**src/pkg/sw_time_pkg.sv**
```systemverilog
// Constants, register map and types of the switched output time logic block
package sw_time_pkg;
	// ------------------------------------------------------------
	// Timing
	// ------------------------------------------------------------
	localparam int CLK_NS = 25; // System clock period
	localparam int TICK_NS = 1000000; // Timer time base, 1 ms
	localparam int TICK_CYCLES = (TICK_NS + CLK_NS - 1) / CLK_NS; // Cycles per tick
	localparam int TIMER_W = 16; // Width of a tick count
	// ------------------------------------------------------------
	// Register byte addresses
	// ------------------------------------------------------------
	localparam logic [7:0] ADDR_CTRL = 8'h00; // Mode, operations, enables
	localparam logic [7:0] ADDR_CMD = 8'h04; // Bus reset command
	localparam logic [7:0] ADDR_SW = 8'h08; // Switch telegram
	localparam logic [7:0] ADDR_L1 = 8'h0C; // Logic input one telegram
	localparam logic [7:0] ADDR_L2 = 8'h10; // Logic input two telegram
	localparam logic [7:0] ADDR_TDIS = 8'h14; // Time-disable telegram
	localparam logic [7:0] ADDR_FORCE = 8'h18; // Forced operation
	localparam logic [7:0] ADDR_ST_ON = 8'h1C; // Staircase on-time
	localparam logic [7:0] ADDR_ST_MAX = 8'h20; // Staircase maximum
	localparam logic [7:0] ADDR_DON = 8'h24; // Switch-on delay
	localparam logic [7:0] ADDR_DOFF = 8'h28; // Switch-off delay
	localparam logic [7:0] ADDR_FL_ON = 8'h2C; // Flash on phase
	localparam logic [7:0] ADDR_FL_OFF = 8'h30; // Flash off phase
	localparam logic [7:0] ADDR_STATUS = 8'h34; // Read-only state
	// ------------------------------------------------------------
	// Field positions
	// ------------------------------------------------------------
	localparam int CTRL_MODE_LSB = 0; // Time mode, two bits
	localparam int CTRL_OP1_LSB = 2; // Stage one operation
	localparam int CTRL_OP2_LSB = 4; // Stage two operation
	localparam int CTRL_EN1_BIT = 6; // Stage one enable
	localparam int CTRL_EN2_BIT = 7; // Stage two enable
	localparam int CTRL_PUMP_BIT = 8; // Pump-up enable
	localparam int FORCE_VAL_BIT = 0; // Forced relay value
	localparam int FORCE_ACT_BIT = 1; // Forcing active
	localparam int CMD_BRST_BIT = 0; // Bus reset
	localparam int STAT_STATE_LSB = 8; // One-hot time state
	// ------------------------------------------------------------
	// Reset values
	// ------------------------------------------------------------
	localparam logic [15:0] CTRL_RST = 16'h0000; // No timing, no logic
	localparam logic [15:0] TIME_RST = 16'h000A; // Ten ticks
	localparam logic [15:0] ST_MAX_RST = 16'h0064; // Hundred ticks
	// ------------------------------------------------------------
	// Encodings and types
	// ------------------------------------------------------------
	localparam logic [1:0] MODE_NONE = 2'h0; // Plain switching
	localparam logic [1:0] MODE_STAIR = 2'h1; // Staircase
	localparam logic [1:0] MODE_DELAY = 2'h2; // On/off delays
	localparam logic [1:0] MODE_FLASH = 2'h3; // Flashing
	localparam logic [1:0] OP_AND = 2'h0;
	localparam logic [1:0] OP_OR = 2'h1;
	localparam logic [1:0] OP_XOR = 2'h2;
	localparam logic [1:0] OP_GATE = 2'h3;
	localparam logic [1:0] RESP_OKAY = 2'h0;
	localparam logic [1:0] RESP_SLVERR = 2'h2;
	typedef enum logic [5:0] {
		TF_IDLE = 6'b000001, // Steady output
		TF_STAIR = 6'b000010, // Staircase light on
		TF_DON = 6'b000100, // On-delay running
		TF_DOFF = 6'b001000, // Off-delay running
		TF_FON = 6'b010000, // Flash on phase
		TF_FOFF = 6'b100000 // Flash off phase
	} tf_state_t;
endpackage : sw_time_pkg

```
**src/hdl/sw_time_logic.sv**
```systemverilog
// Switched output: logic combination, time function, forcing, AXI4-Lite registers
`timescale 1ns/1ps
module sw_time_logic
	import sw_time_pkg::*;
#(
	parameter int TICK_CYC = TICK_CYCLES
) (
	input wire logic aclk,
	input wire logic aresetn,
	input wire logic [7:0] awaddr,
	input wire logic awvalid,
	output logic awready,
	input wire logic [31:0] wdata,
	input wire logic [3:0] wstrb,
	input wire logic wvalid,
	output logic wready,
	output logic [1:0] bresp,
	output logic bvalid,
	input wire logic bready,
	input wire logic [7:0] araddr,
	input wire logic arvalid,
	output logic arready,
	output logic [31:0] rdata,
	output logic [1:0] rresp,
	output logic rvalid,
	input wire logic rready,
	output logic relay_drive
);
	// ------------------------------------------------------------
	// Declarations
	// ------------------------------------------------------------
	logic aw_got_r, w_got_r; // Write halves held
	logic [7:0] waddr_r; // Held write address
	logic [31:0] wdat_r; // Held write data
	logic [3:0] wstb_r; // Held byte enables
	logic wr_fire; // One-cycle write execute
	logic wr_ok; // Address is mapped
	logic tick; // Timer time base
	logic [15:0] ctrl_r, st_on_r, st_max_r, don_r, doff_r, fl_on_r, fl_off_r;
	logic force_val_r, force_act_r; // Forced operation
	logic sw_r, l1_r, l2_r, tdis_r; // Stored object values
	logic res1_r, logic_r; // Stage results
	logic res1_nxt, logic_nxt; // Next stage results
	logic sw_tel, l1_tel, l2_tel, tdis_tel, brst; // Write pulses
	logic tel_val; // Telegram value bit
	logic ev, ev_val; // Event into the time function
	tf_state_t state_r; // Time function state
	logic [TIMER_W-1:0] timer_r; // Remaining ticks
	logic [TIMER_W:0] pump_sum; // Remaining plus one period
	logic [TIMER_W-1:0] pump_cap; // Capped pumped time
	logic time_out_r; // Time function output
	logic [1:0] mode; // Configured mode
	logic [1:0] op1, op2; // Stage operations
	logic en1, en2, pump; // Stage enables, pump-up

	assign mode = ctrl_r[CTRL_MODE_LSB +: 2];
	assign op1 = ctrl_r[CTRL_OP1_LSB +: 2];
	assign op2 = ctrl_r[CTRL_OP2_LSB +: 2];
	assign en1 = ctrl_r[CTRL_EN1_BIT];
	assign en2 = ctrl_r[CTRL_EN2_BIT];
	assign pump = ctrl_r[CTRL_PUMP_BIT];

	// Tick divider
	tick_gen #(.CYCLES(TICK_CYC)) u_tick (
		.aclk(aclk),
		.aresetn(aresetn),
		.tick(tick)
	);

	// Byte-lane merge for 16-bit registers
	function automatic logic [15:0] merge16(input logic [15:0] old, input logic [31:0] d,
		input logic [3:0] s);
		merge16 = {s[1] ? d[15:8] : old[15:8], s[0] ? d[7:0] : old[7:0]};
	endfunction : merge16

	// One combining stage
	function automatic logic stage(input logic [1:0] op, input logic a, input logic b);
		case (op)
			OP_AND: stage = a & b;
			OP_OR: stage = a | b;
			OP_XOR: stage = a ^ b;
			default: stage = a; // Open gate passes switch
		endcase
	endfunction : stage

	// ------------------------------------------------------------
	// AXI4-Lite write channel
	// ------------------------------------------------------------
	// Take address and data in any order, answer after both
	always_ff @(posedge aclk) begin
		if (!aresetn) begin
			aw_got_r <= 1'b0;
			w_got_r <= 1'b0;
			awready <= 1'b1;
			wready <= 1'b1;
			bvalid <= 1'b0;
			bresp <= RESP_OKAY;
			waddr_r <= 8'h00;
			wdat_r <= 32'h00000000;
			wstb_r <= 4'h0;
		end else begin
			if (awvalid && awready) begin
				aw_got_r <= 1'b1;
				waddr_r <= awaddr;
				awready <= 1'b0;
			end
			if (wvalid && wready) begin
				w_got_r <= 1'b1;
				wdat_r <= wdata;
				wstb_r <= wstrb;
				wready <= 1'b0;
			end
			if (wr_fire) begin
				aw_got_r <= 1'b0;
				w_got_r <= 1'b0;
				bvalid <= 1'b1;
				bresp <= wr_ok ? RESP_OKAY : RESP_SLVERR;
			end
			if (bvalid && bready) begin
				bvalid <= 1'b0;
				awready <= 1'b1;
				wready <= 1'b1;
			end
		end
	end

	assign wr_fire = aw_got_r && w_got_r && !bvalid;
	assign wr_ok = (waddr_r[1:0] == 2'h0) && (waddr_r <= ADDR_FL_OFF);
	assign tel_val = wdat_r[0];
	assign sw_tel = wr_fire && waddr_r == ADDR_SW && wstb_r[0];
	assign l1_tel = wr_fire && waddr_r == ADDR_L1 && wstb_r[0];
	assign l2_tel = wr_fire && waddr_r == ADDR_L2 && wstb_r[0];
	assign tdis_tel = wr_fire && waddr_r == ADDR_TDIS && wstb_r[0];
	assign brst = wr_fire && waddr_r == ADDR_CMD && wstb_r[0] && wdat_r[CMD_BRST_BIT];

	// ------------------------------------------------------------
	// Configuration registers
	// ------------------------------------------------------------
	// Mode, durations and forcing
	always_ff @(posedge aclk) begin
		if (!aresetn) begin
			ctrl_r <= CTRL_RST;
			st_on_r <= TIME_RST;
			st_max_r <= ST_MAX_RST;
			don_r <= TIME_RST;
			doff_r <= TIME_RST;
			fl_on_r <= TIME_RST;
			fl_off_r <= TIME_RST;
			force_val_r <= 1'b0;
			force_act_r <= 1'b0;
		end else if (brst) begin
			force_act_r <= 1'b0; // Bus reset drops forcing
		end else if (wr_fire) begin
			case (waddr_r)
				ADDR_CTRL: ctrl_r <= merge16(ctrl_r, wdat_r, wstb_r);
				ADDR_ST_ON: st_on_r <= merge16(st_on_r, wdat_r, wstb_r);
				ADDR_ST_MAX: st_max_r <= merge16(st_max_r, wdat_r, wstb_r);
				ADDR_DON: don_r <= merge16(don_r, wdat_r, wstb_r);
				ADDR_DOFF: doff_r <= merge16(doff_r, wdat_r, wstb_r);
				ADDR_FL_ON: fl_on_r <= merge16(fl_on_r, wdat_r, wstb_r);
				ADDR_FL_OFF: fl_off_r <= merge16(fl_off_r, wdat_r, wstb_r);
				ADDR_FORCE: begin
					if (wstb_r[0]) begin
						force_val_r <= wdat_r[FORCE_VAL_BIT];
						force_act_r <= wdat_r[FORCE_ACT_BIT];
					end
				end
				default: ;
			endcase
		end
	end

	// ------------------------------------------------------------
	// Logic combination
	// ------------------------------------------------------------
	// Two stages; closed gates swallow the event
	always_comb begin
		logic s, a1, a2, go1, go2;
		s = sw_r;
		a1 = l1_r;
		a2 = l2_r;
		go1 = 1'b0;
		go2 = 1'b0;
		res1_nxt = res1_r;
		logic_nxt = logic_r;
		ev = 1'b0;
		if (sw_tel) begin
			s = tel_val;
			go1 = 1'b1;
		end
		if (l1_tel) begin
			a1 = tel_val;
			go1 = en1 && op1 != OP_GATE;
		end
		if (l2_tel) begin
			a2 = tel_val;
			go2 = en2 && op2 != OP_GATE;
		end
		if (go1) begin
			if (!(en1 && op1 == OP_GATE && !a1)) begin
				res1_nxt = en1 ? stage(op1, s, a1) : s;
				go2 = 1'b1;
			end
		end
		if (go2) begin
			if (!(en2 && op2 == OP_GATE && !a2)) begin
				logic_nxt = en2 ? stage(op2, res1_nxt, a2) : res1_nxt;
				ev = 1'b1;
			end
		end
		ev_val = logic_nxt;
	end

	// Object values and stage results
	always_ff @(posedge aclk) begin
		if (!aresetn) begin
			sw_r <= 1'b0;
			l1_r <= 1'b0;
			l2_r <= 1'b0;
			tdis_r <= 1'b0;
			res1_r <= 1'b0;
			logic_r <= 1'b0;
		end else if (brst) begin
			sw_r <= 1'b0;
			res1_r <= 1'b0;
			logic_r <= 1'b0;
		end else begin
			if (sw_tel) begin
				sw_r <= tel_val;
			end
			if (l1_tel) begin
				l1_r <= tel_val;
			end
			if (l2_tel) begin
				l2_r <= tel_val;
			end
			if (tdis_tel) begin
				tdis_r <= tel_val;
			end
			res1_r <= res1_nxt;
			logic_r <= logic_nxt;
		end
	end

	// ------------------------------------------------------------
	// Time function
	// ------------------------------------------------------------
	assign pump_sum = {1'b0, timer_r} + {1'b0, st_on_r};
	assign pump_cap = (pump_sum > {1'b0, st_max_r}) ? st_max_r : pump_sum[TIMER_W-1:0];

	// Staircase, delays and flashing on tick counts
	always_ff @(posedge aclk) begin
		if (!aresetn || brst) begin
			state_r <= TF_IDLE;
			timer_r <= '0;
			time_out_r <= 1'b0;
		end else if (tdis_tel && tel_val) begin
			state_r <= TF_IDLE;
			timer_r <= '0;
		end else if (ev) begin
			if (tdis_r || mode == MODE_NONE) begin
				time_out_r <= ev_val;
				state_r <= TF_IDLE;
				timer_r <= '0;
			end else begin
				case (mode)
					MODE_STAIR: begin
						if (ev_val) begin
							time_out_r <= 1'b1;
							state_r <= TF_STAIR;
							timer_r <= (state_r == TF_STAIR && pump) ? pump_cap : st_on_r;
						end else begin
							time_out_r <= 1'b0;
							state_r <= TF_IDLE;
							timer_r <= '0;
						end
					end
					MODE_DELAY: begin
						if (ev_val) begin
							if (state_r == TF_DOFF) begin
								state_r <= TF_IDLE; // Pending off withdrawn
								timer_r <= '0;
							end else if (!time_out_r || state_r == TF_DON) begin
								state_r <= TF_DON;
								timer_r <= don_r;
							end
						end else begin
							if (state_r == TF_DON) begin
								state_r <= TF_IDLE;
								timer_r <= '0;
							end else if (time_out_r || state_r == TF_DOFF) begin
								state_r <= TF_DOFF;
								timer_r <= doff_r;
							end
						end
					end
					default: begin
						if (ev_val) begin
							time_out_r <= 1'b1;
							state_r <= TF_FON;
							timer_r <= fl_on_r;
						end else begin
							time_out_r <= 1'b0;
							state_r <= TF_IDLE;
							timer_r <= '0;
						end
					end
				endcase
			end
		end else if (tick && state_r != TF_IDLE) begin
			if (timer_r > TIMER_W'(1)) begin
				timer_r <= timer_r - TIMER_W'(1);
			end else begin
				case (state_r)
					TF_DON: begin
						time_out_r <= 1'b1;
						state_r <= TF_IDLE;
					end
					TF_FON: begin
						time_out_r <= 1'b0;
						state_r <= TF_FOFF;
						timer_r <= fl_off_r;
					end
					TF_FOFF: begin
						time_out_r <= 1'b1;
						state_r <= TF_FON;
						timer_r <= fl_on_r;
					end
					default: begin
						time_out_r <= 1'b0;
						state_r <= TF_IDLE;
						timer_r <= '0;
					end
				endcase
			end
		end
	end

	// ------------------------------------------------------------
	// Relay and read channel
	// ------------------------------------------------------------
	// Forcing overrides the time function
	always_ff @(posedge aclk) begin
		if (!aresetn) begin
			relay_drive <= 1'b0;
		end else begin
			relay_drive <= force_act_r ? force_val_r : time_out_r;
		end
	end

	// Register read answer
	always_ff @(posedge aclk) begin
		if (!aresetn) begin
			arready <= 1'b1;
			rvalid <= 1'b0;
			rdata <= 32'h00000000;
			rresp <= RESP_OKAY;
		end else if (arvalid && arready) begin
			arready <= 1'b0;
			rvalid <= 1'b1;
			rresp <= RESP_OKAY;
			case (araddr)
				ADDR_CTRL: rdata <= {16'h0000, ctrl_r};
				ADDR_SW: rdata <= {31'h0, sw_r};
				ADDR_L1: rdata <= {31'h0, l1_r};
				ADDR_L2: rdata <= {31'h0, l2_r};
				ADDR_TDIS: rdata <= {31'h0, tdis_r};
				ADDR_FORCE: rdata <= {30'h0, force_act_r, force_val_r};
				ADDR_ST_ON: rdata <= {16'h0000, st_on_r};
				ADDR_ST_MAX: rdata <= {16'h0000, st_max_r};
				ADDR_DON: rdata <= {16'h0000, don_r};
				ADDR_DOFF: rdata <= {16'h0000, doff_r};
				ADDR_FL_ON: rdata <= {16'h0000, fl_on_r};
				ADDR_FL_OFF: rdata <= {16'h0000, fl_off_r};
				ADDR_STATUS: rdata <= {18'h0, state_r, 5'h00, logic_r, time_out_r, relay_drive};
				ADDR_CMD: rdata <= 32'h00000000;
				default: begin
					rdata <= 32'h00000000;
					rresp <= RESP_SLVERR;
				end
			endcase
		end else if (rvalid && rready) begin
			rvalid <= 1'b0;
			arready <= 1'b1;
		end
	end
endmodule : sw_time_logic

```
**src/hdl/tick_gen.sv**
```systemverilog
// Divider that makes the one-cycle timer tick enable
`timescale 1ns/1ps
module tick_gen
	import sw_time_pkg::*;
#(
	parameter int CYCLES = TICK_CYCLES
) (
	input wire logic aclk,
	input wire logic aresetn,
	output logic tick
);
	// ------------------------------------------------------------
	// Divider
	// ------------------------------------------------------------
	localparam int CW = $clog2(CYCLES + 1); // Counter width
	localparam logic [CW-1:0] LAST = CW'(CYCLES - 1); // Terminal count
	logic [CW-1:0] cnt_r; // Cycle counter

	// Count cycles, pulse at wrap
	always_ff @(posedge aclk) begin
		if (!aresetn) begin
			cnt_r <= '0;
			tick <= 1'b0;
		end else if (cnt_r >= LAST) begin
			cnt_r <= '0;
			tick <= 1'b1;
		end else begin
			cnt_r <= cnt_r + CW'(1);
			tick <= 1'b0;
		end
	end
endmodule : tick_gen

```
**config.mk**
```make
export PLATFORM = sky130hd
export DESIGN_NAME = sw_time_logic
export DESIGN_NICKNAME = d
export VERILOG_FILES = /design/src/pkg/sw_time_pkg.sv /design/src/hdl/sw_time_logic.sv /design/src/hdl/tick_gen.sv
export SDC_FILE = /design/constraint.sdc
export NUM_CORES = 1
export LEC_CHECK = 0
export BUFFER_PORTS_ARGS = -buffer_cell sky130_fd_sc_hd__buf_2
export CAP_MARGIN = 25
export CORE_ASPECT_RATIO = 1.1
export CORE_MARGIN = 5
export CORE_UTILIZATION = 35
export DETAILED_ROUTE_END_ITERATION = 8
export GPL_ROUTABILITY_DRIVEN = 0
export MAX_ROUTING_LAYER = met4
export PLACE_DENSITY_LB_ADDON = 0.15
export SLEW_MARGIN = 40
export SYNTH_ARGS = -nofsm -noshare
export SYNTH_HDL_FRONTEND = slang
export SYNTH_SLANG_ARGS = --single-unit
```
**constraint.sdc**
```tcl
create_clock -name aclk -period 5.74 [get_ports aclk]
set_input_delay 1.148 -clock aclk [delete_from_list [all_inputs] [get_ports aclk]]
set_output_delay 1.148 -clock aclk [all_outputs]
set_load 0.005 [all_outputs]
```
# After elaboration in Yosys (flattened, before gate mapping)
# Cells that the tools add are included.
# classes
add_sub_neg	3
n_lt_le_gt_ge	4
n_eq_ne	46
muxes	62
bitwise	9
reduce_logical	72
# ops
cell	n
$mux 16	13
$pmux 16 s13	1
$eq 8x6->1 const B	11
$reduce_and 4->1	18
$eq 8x5->1 const B	8
$mux 6	9
$pmux 16 s3	1
$eq 8x4->1 const B	4
$pmux 16 s2	1
$mux 1	29
$logic_and 1x1->1	28
$pmux 6 s2	2
$add 16x16->17	1
$gt 17x16->1	1
$add 16x1->16 const B	1
$eq 8x3->1 const B	2
$ge 16x16->1 const B	1
$gt 16x1->1 const B	1
$logic_not 8->1	2
$sub 16x1->16 const B	1
$reduce_or 14->1	1
$ne 6x6->1 const B	2
$reduce_or 2->1	6
$eq 2x2->1 const B	5
24 further kinds	47
# totals
ff_bits	230
inputBits	59
output_inout_bits	42
elab_cells	237

# Depth between registers and ports, before layout
# Gate-level depths: netlist of the first run.
# depth
depth_word	19
ltp_mapped	22
mapped_depth_nobuf	20

# Modules after synthesis
# Synthesis of the first run repeated with hierarchy kept, for this count alone.
# unflattened
hier_cells	1408
area_unflattened_um2	11751.3
# by_module_without_submodules
module	n_inst	cells_each	area_each_um2	seq_area_each_um2
sw_time_logic	1	1324	11008.1	3903.7
tick_gen	1	84	743.2	340.3

# Least setup slack after synthesis of the first run
# OpenSTA, ideal clock, no wires.
# synth_path
kind	flip-flop to flip-flop
from	register timer_r[0]
to	register timer_r[2]
setup_ns	0.070
arrival_ns	4.579
t_required_ns	5.670
slack_ns	1.091
stages_incl_launch_ff	21
path_buffers	2
synth_period_minus_slack_ns	4.649
path_cell_list	dfxtp_1 -> ha_1 -> inv_1 -> fa_1 -> nor2b_1 -> o31a_1 -> nor3_1 -> o31a_1 -> o21ai_0 -> xor2_1 -> ha_1 -> or4_1 -> a211o_1 -> o32ai_1 -> o211ai_1 -> buf_1 -> buf_1 -> a311oi_1 -> o21ai_0 -> mux2_2 -> a21oi_1
# synth_via
elab_chain_cells	8
word_cells_on_any_way	14
cone_classes	add/sub (2); order compare (2); eq/ne (1); mux (8); reduce/logical (1)
# synth_lines
element	line_no	text
start: declaration	sw_time_logic.sv:48	logic [TIMER_W-1:0] timer_r;
start signal: assignment	sw_time_logic.sv:271	timer_r <= (state_r == TF_STAIR && pump) ? pump_cap : st_on_r;
start signal: assignment	sw_time_logic.sv:285	timer_r <= don_r;
start signal: assignment	sw_time_logic.sv:293	timer_r <= doff_r;
$add 16x16->17	sw_time_logic.sv:248	assign pump_sum = {1'b0, timer_r} + {1'b0, st_on_r};
$gt 17x16->1	sw_time_logic.sv:249	assign pump_cap = (pump_sum > {1'b0, st_max_r}) ? st_max_r : pump_sum[TIMER_W-1:0];
$mux 16	sw_time_logic.sv:249	
$mux 16	sw_time_logic.sv:271	
$mux 16	sw_time_logic.sv:268	if (ev_val) begin
$pmux 16 s2	sw_time_logic.sv:266	case (mode)
$mux 16	sw_time_logic.sv:261	if (tdis_r || mode == MODE_NONE) begin
$mux 16	sw_time_logic.sv:260	end else if (ev) begin
# Several ways; a longest one is shown, not always the timed one. The select of a mux whose other input is x is not followed.
# A chain may end at the register's enable or synchronous reset.

# Final worst setup path of the first run
# layout_path
from	register timer_r[0]
to	register timer_r[13]
# Same word-level chain as after synthesis.

==> impl_metrics.ini, run 1 <==
[final_layout]
final_common_cell = dfxtp_1
layout-drive-gt1-share = 0.1155
final_cell_mix = 212 x dfxtp_1, 182 x nor2_1, 138 x nand2_1, 133 x mux2i_1, 106 x a21oi_1
nets = 1537
fin_util = 0.4015
n_fill_cell = 3469
area_growth_pct = 14.11
diodes = 0
finalNonFillerCells = 1886

[place]
portBuffers = 64
place_hpwl_mm = 30.69
dpl.cell_count = 1840

[die]
floorplan.die.height_um = 201.3
core_area_sq_mm = 0.03311
std_cell_rows = 70
initial_core_util = 0.3519
io_pins = 101
die_w_um = 183.9
dieArea_sq_mm = 0.03703

[clock_network]
cts_root_buf = clkbuf_16
cts_tree = done
clock-sinks = 212
clockBufferDepth = 3
cts_made_buffers = 25
clkLatencyLatePin_ps = 540
clkTransAtPathRegs_ps = 60
holdBufCountCts = 0
h-tree-depth = 1

[power_and_ir_drop]
p_total_mw = 3.293
power_density_mw_per_mm2 = 247.7
irDropWorstVdd_mv = 0.2488
p_leak_nw = 5.164

[routing]
vias_per_cell = 5.719
vias = 10790
wire_per_inst_um = 21.94
wl_mm = 41.37
antenna_left = 0
drc = 0
firstDrtPassIters = 5
drt_iter0_markers = 983

[timing]
period_share = 0.8995
fin_skew_ps = 21.42
rsz0062_at_grt = false
hold_violations = 0
fmax_mhz = 193.7
min_period_ps = 5163
slew_violations = 0
setup-tns-final_ps = 0
worst_slew_margin_rel = 0.4084
holdWs_ps = 460.3
setup_viol = 0
tightest_slew_ps = 880.7

[grt]
grt_pass1_vias = 10630
antenna_found_initial = 0
grt_pass1_wl_mm = 63.73
grt_overflow = 0
grt_usage = 0.2239
grt_max_degree = 73

[synthesis]
ys.flop_type = dfxtp_1
synth-edff-count = 0
synthArstFlopShare = 0
synthCells = 1394
synth_cell_types = 71
netlist_area_sq_mm = 0.01165
syn_area_per_cell_sq_um = 8.356
yosysSeqAreaShare = 0.3643
ys_warn_count = 0
synth_seq_cells = 212

[setup_path]
arrival_ps = 5550
r2r_slack_ps = 580
worstReg2RegStart = timer_r[0]
crit_type = reg -> reg
r2r-end = timer_r[13]
cp-start-kind = register
crit_path_end_kind = register
critPathMaxFanout = 8
r2r_cells = 20
required_ps = 6130

[min_path]
hold_class = reg -> reg
min_from = u_tick.cnt_r[0]
min_to = u_tick.cnt_r[0]
hold_depth = 1

[flow_run]
cap_violations = 0

[run_status]
status = finished clean
power by group:
group          internal, mW  switching, mW  total (mW)
Combinational        0.0495         0.0955       0.145
Clock                 0.981          0.638        1.62
Sequential             1.49         0.0357        1.53
Total                  2.52          0.769        3.29
final cells by class:
| cell class | count | area [sq um] | share of cell area |
|---|---|---|---|
| well taps | 432 | 540.5 | 0.04066 |
| repair buffers | 97 | 568.0 | 0.04273 |
| clock buffers | 35 | 703.2 | 0.05290 |
| multi-input cells | 1063 | 6970 | 0.5244 |
| clock inverters | 7 | 113.9 | 0.008566 |
| flip-flops and latches | 212 | 4244 | 0.3193 |
| inverters | 40 | 152.6 | 0.01148 |
per-stage QoR:
stage	setup slack, ps	area, sq um
floorplan	1091	11710
global placement	537.7	12400
detailed placement	389.9	12450
CTS	360.7	13260
global route	157.2	13290
finish	577.1	13290
what timing repair did:
item | CTS | global route
setup endpoints to repair | 0 | 1
gates resized for setup | 0 | 0
buffers inserted | 0 | 4
cells by family (layout without fill, tap and decap cells):
logic type                 after synthesis  after routing  share of synthesized area
DFF                                    212            212                     0.3643
and+or+nand+nor                        479            479                     0.1880
xor gates and xnor gates                40             40                    0.03008
AOI/OAI and AO/OA                      347            347                     0.2016
muxes                                  138            138                     0.1194
adders and majority gates               41             41                    0.04425
buffers and inverters                  136            179                    0.05199
other                                    1             18                  0.0003219
how the worst max path moves through the flow:
stage,start,endpoint,slack [ps]
after floorplan,timer_r[0],timer_r[2],1090
final,timer_r[0],timer_r[13],580
after global placement,timer_r[0],timer_r[13],540
after CTS,timer_r[0],timer_r[13],360
after detailed placement,timer_r[0],timer_r[13],390
after global routing,timer_r[0],timer_r[6],160
worst max-delay path, cell delays in order (launching register included):
cell and delay (ps):
dfxtp_1 500, ha_1 260, inv_1 70, fa_1 410, nor2b_1 170, o31a_1 210
nor3_1 110, o31a_1 350, o21ai_0 220, xor2_1 120, ha_1 200, or4_1 520
a211o_1 270, o32ai_1 240, o211ai_1 180, buf_4 200, mux2i_1 220, o21ai_0 150
a222oi_1 370, o211a_1 180, a21oi_1 70
cells in the mapped netlist (all sizes together), types with 9 or more instances:
library cell / number / share of area
dfxtp: 212 / 0.36
nor2: 189 / 0.061
nand2: 138 / 0.044
mux2i: 133 / 0.11
a21oi: 107 / 0.046
clkbuf: 63 / 0.020
o21ai: 62 / 0.027
inv: 40 / 0.013
ha: 38 / 0.041
nand3: 37 / 0.016
a221oi: 33 / 0.025
buf: 33 / 0.019
a222oi: 30 / 0.026
nor3: 27 / 0.012
xnor2: 25 / 0.019
a31oi: 17 / 0.0091
a211oi: 16 / 0.010
xor2: 15 / 0.011
and3: 12 / 0.0064
nand2b: 12 / 0.0064
nor4: 12 / 0.0096
a221o: 11 / 0.0095
a22oi: 10 / 0.0064
or4: 10 / 0.0068
o21a: 9 / 0.0058
layer usage:
| metal | part of all wire | track usage |
|---|---|---|
| met5 | 0 | - |
| met4 | 0.039 | 0.08690 |
| met2 | 0.46 | 0.3517 |
| met3 | 0.072 | 0.04068 |
| met1 | 0.43 | 0.2860 |
Power figures use the tool's default switching activity.
==> run 2, diff against run 1 <==
--- a/config.mk
+++ b/config.mk
@@ -13,7 +13,6 @@
 export DETAILED_ROUTE_END_ITERATION = 8
 export GPL_ROUTABILITY_DRIVEN = 0
 export MAX_ROUTING_LAYER = met4
-export PLACE_DENSITY_LB_ADDON = 0.15
 export SLEW_MARGIN = 40
 export SYNTH_ARGS = -nofsm -noshare
 export SYNTH_HDL_FRONTEND = slang
==> constraint.sdc (replaced) <==
create_clock -name aclk -period 6.23 [get_ports aclk]
set_input_delay 1.246 -clock aclk [delete_from_list [all_inputs] [get_ports aclk]]
set_output_delay 1.246 -clock aclk [all_outputs]
set_load 0.005 [all_outputs]
==> run 2 against run 1 <==
Non-clock buffer count fell by 9. Critical endpoint unchanged. Flip-flop and latch count did not move. Combinational power fell by 9.7%. Total power fell by 9.8%. Cell count fell by 0.64%. Register-to-register slack improved by 490 ps. First-iteration DRC count rose by 9.8%. Fmax barely moved. Worst hold slack improved by 9.4 ps. Highest routed layer unchanged. Sequential power fell by 8%. Die area did not move. Routed wire length fell by 5.5%.
==> impl_metrics.ini, run 2 (synthesis results as in run 1) <==
[setup_path]
crit_chain = ha_1, inv_1, fa_1, nor2b_1, o31a_1, nor3_1, o31a_1, o21ai_0, xor2_1, ha_1, or4_1, a211o_1, o32ai_1, o211ai_1, buf_4, mux2i_1, o21ai_0, a222oi_1, o211a_1, a21oi_1
r2r_cells = 20
cp.depth = 20
critPathTopFamily = compound AO/OA/AOI/OAI gates
arrival_ps = 5530
required_ps = 6600
cp-start-kind = register
critPathMaxFanout = 17
path_buf_inv = 2
crit_type = reg -> reg
critPathSlowestCell = or4_1
critPathMaxStageDelay_ps = 520
crit_path_end_kind = register

[die]
io_pins = 101
die_w_um = 183.9
std_cell_rows = 70
initial_core_util = 0.3519
core_area_sq_mm = 0.03311
dieArea_sq_mm = 0.03703
floorplan.die.height_um = 201.3

[flow_run]
cap_violations = 0

[final_layout]
n_fill_cell = 3431
final_cell_mix = 212 x dfxtp_1, 181 x nor2_1, 137 x nand2_1, 133 x mux2i_1, 106 x a21oi_1
final_common_cell = dfxtp_1
finalNonFillerCells = 1874
fin_util = 0.3992
nets = 1526
layout-drive-gt1-share = 0.1144
area_growth_pct = 13.45
diodes = 0

[grt]
antenna_found_initial = 0
grt_overflow = 0
grt_usage = 0.2097
grt_pass1_wl_mm = 61.09
grt_max_degree = 73
grt_pass1_vias = 10550

[routing]
drt_iter0_markers = 1079
vias = 10990
wire_per_inst_um = 20.85
drc = 0
vias_per_cell = 5.866
antenna_left = 0
wl_mm = 39.08
firstDrtPassIters = 5

[place]
portBuffers = 64
place_hpwl_mm = 28.65
dpl.cell_count = 1834

[timing]
min_period_ps = 5165
period_share = 0.8290
fmax_mhz = 193.6
tightest_slew_ps = 867.8
slew_violations = 0
fin_skew_ps = 12.14
rsz0062_at_grt = false
setup-tns-final_ps = 0
setup_viol = 0
hold_violations = 0
worst_slew_margin_rel = 0.4215
holdWs_ps = 469.7

[clock_network]
clockBufferDepth = 3
clkTransAtPathRegs_ps = 60
clkLatencyLatePin_ps = 520
clock-sinks = 212
h-tree-depth = 1
post_cts_buffers = 0
cts_resized = 0
cts_made_buffers = 23
holdBufCountCts = 0
cts_tree = done
cts_root_buf = clkbuf_16

[run_status]
status = finished clean

[power_and_ir_drop]
power_density_mw_per_mm2 = 224.8
p_leak_nw = 5.097
irDropWorstVdd_mv = 0.1992
p_total_mw = 2.971

[min_path]
hold_class = reg -> reg
hold_depth = 1
[run 2: cell count changes in the layout (fill, tap and decap cells not counted), moves of 2 or more]
cell | previous run | this run
nor4_2 | 4 | 1
nor4_4 | 3 | 5
clkbuf_16 | 25 | 23
nor3_2 | 4 | 6
clkinvlp_4 | 0 | 3
clkinv_2 | 3 | 6
nor3_1 | 23 | 21
clkbuf_8 | 4 | 1
buf_4 | 33 | 24
clkbuf_1 | 6 | 1
[run 2: metrics by stage]
stage               worst slack, ps  cell area, sq um
floorplan                      1581             11710
global placement               1262             12340
detailed placement             1181             12410
CTS                            1125             13190
global route                  758.8             13220
finish                         1065             13220
[run 2: path summary, 6_finish.rpt]
| path | slack [ps] | startpoint | endpoint |
|---|---|---|---|
| max reg2reg | 1070 | timer_r[0] | timer_r[13] |
| max | 1070 | timer_r[0] | timer_r[13] |
| min | 470 | u_tick.cnt_r[0] | u_tick.cnt_r[0] |
| min reg2reg | 470 | u_tick.cnt_r[0] | u_tick.cnt_r[0] |
[run 2: final cells by class]
type                       count  area (sq um)  share of cell area
clock buffer                  25         593.1             0.04488
clock inverter                14         181.4             0.01373
inverter                      40         152.6             0.01155
multi-input combinational   1063          7003              0.5299
sequential                   212          4244              0.3212
tap                          432         540.5             0.04090
timing repair buffer          88         500.5             0.03787
[run 2: worst register-to-register path, stage by stage (launching register included)]
cell and delay (ps):
dfxtp_1 480, ha_1 260, inv_1 70, fa_1 410, nor2b_1 160, o31a_1 200, nor3_1 100, o31a_1 340
o21ai_0 240, xor2_1 130, ha_1 200, or4_1 520, a211o_1 280, o32ai_1 220, o211ai_1 190, buf_4 280
mux2i_1 200, o21ai_0 120, a222oi_1 360, o211a_1 190, a21oi_1 60
[run 2: routing by layer]
metal,up-vias,part of all wire,wire (um),global-route usage
li1,5139,-,-,-
met1,5240,0.43,16870,0.2846
met2,514,0.45,17730,0.3229
met3,99,0.080,3112,0.02368
met4,0,0.035,1360,0.07554
met5,-,0,0,-
[run 2: power by group]
group          switching [mW]  internal, mW
Sequential             0.0340          1.38
Combinational          0.0871        0.0444
Clock                   0.579         0.852
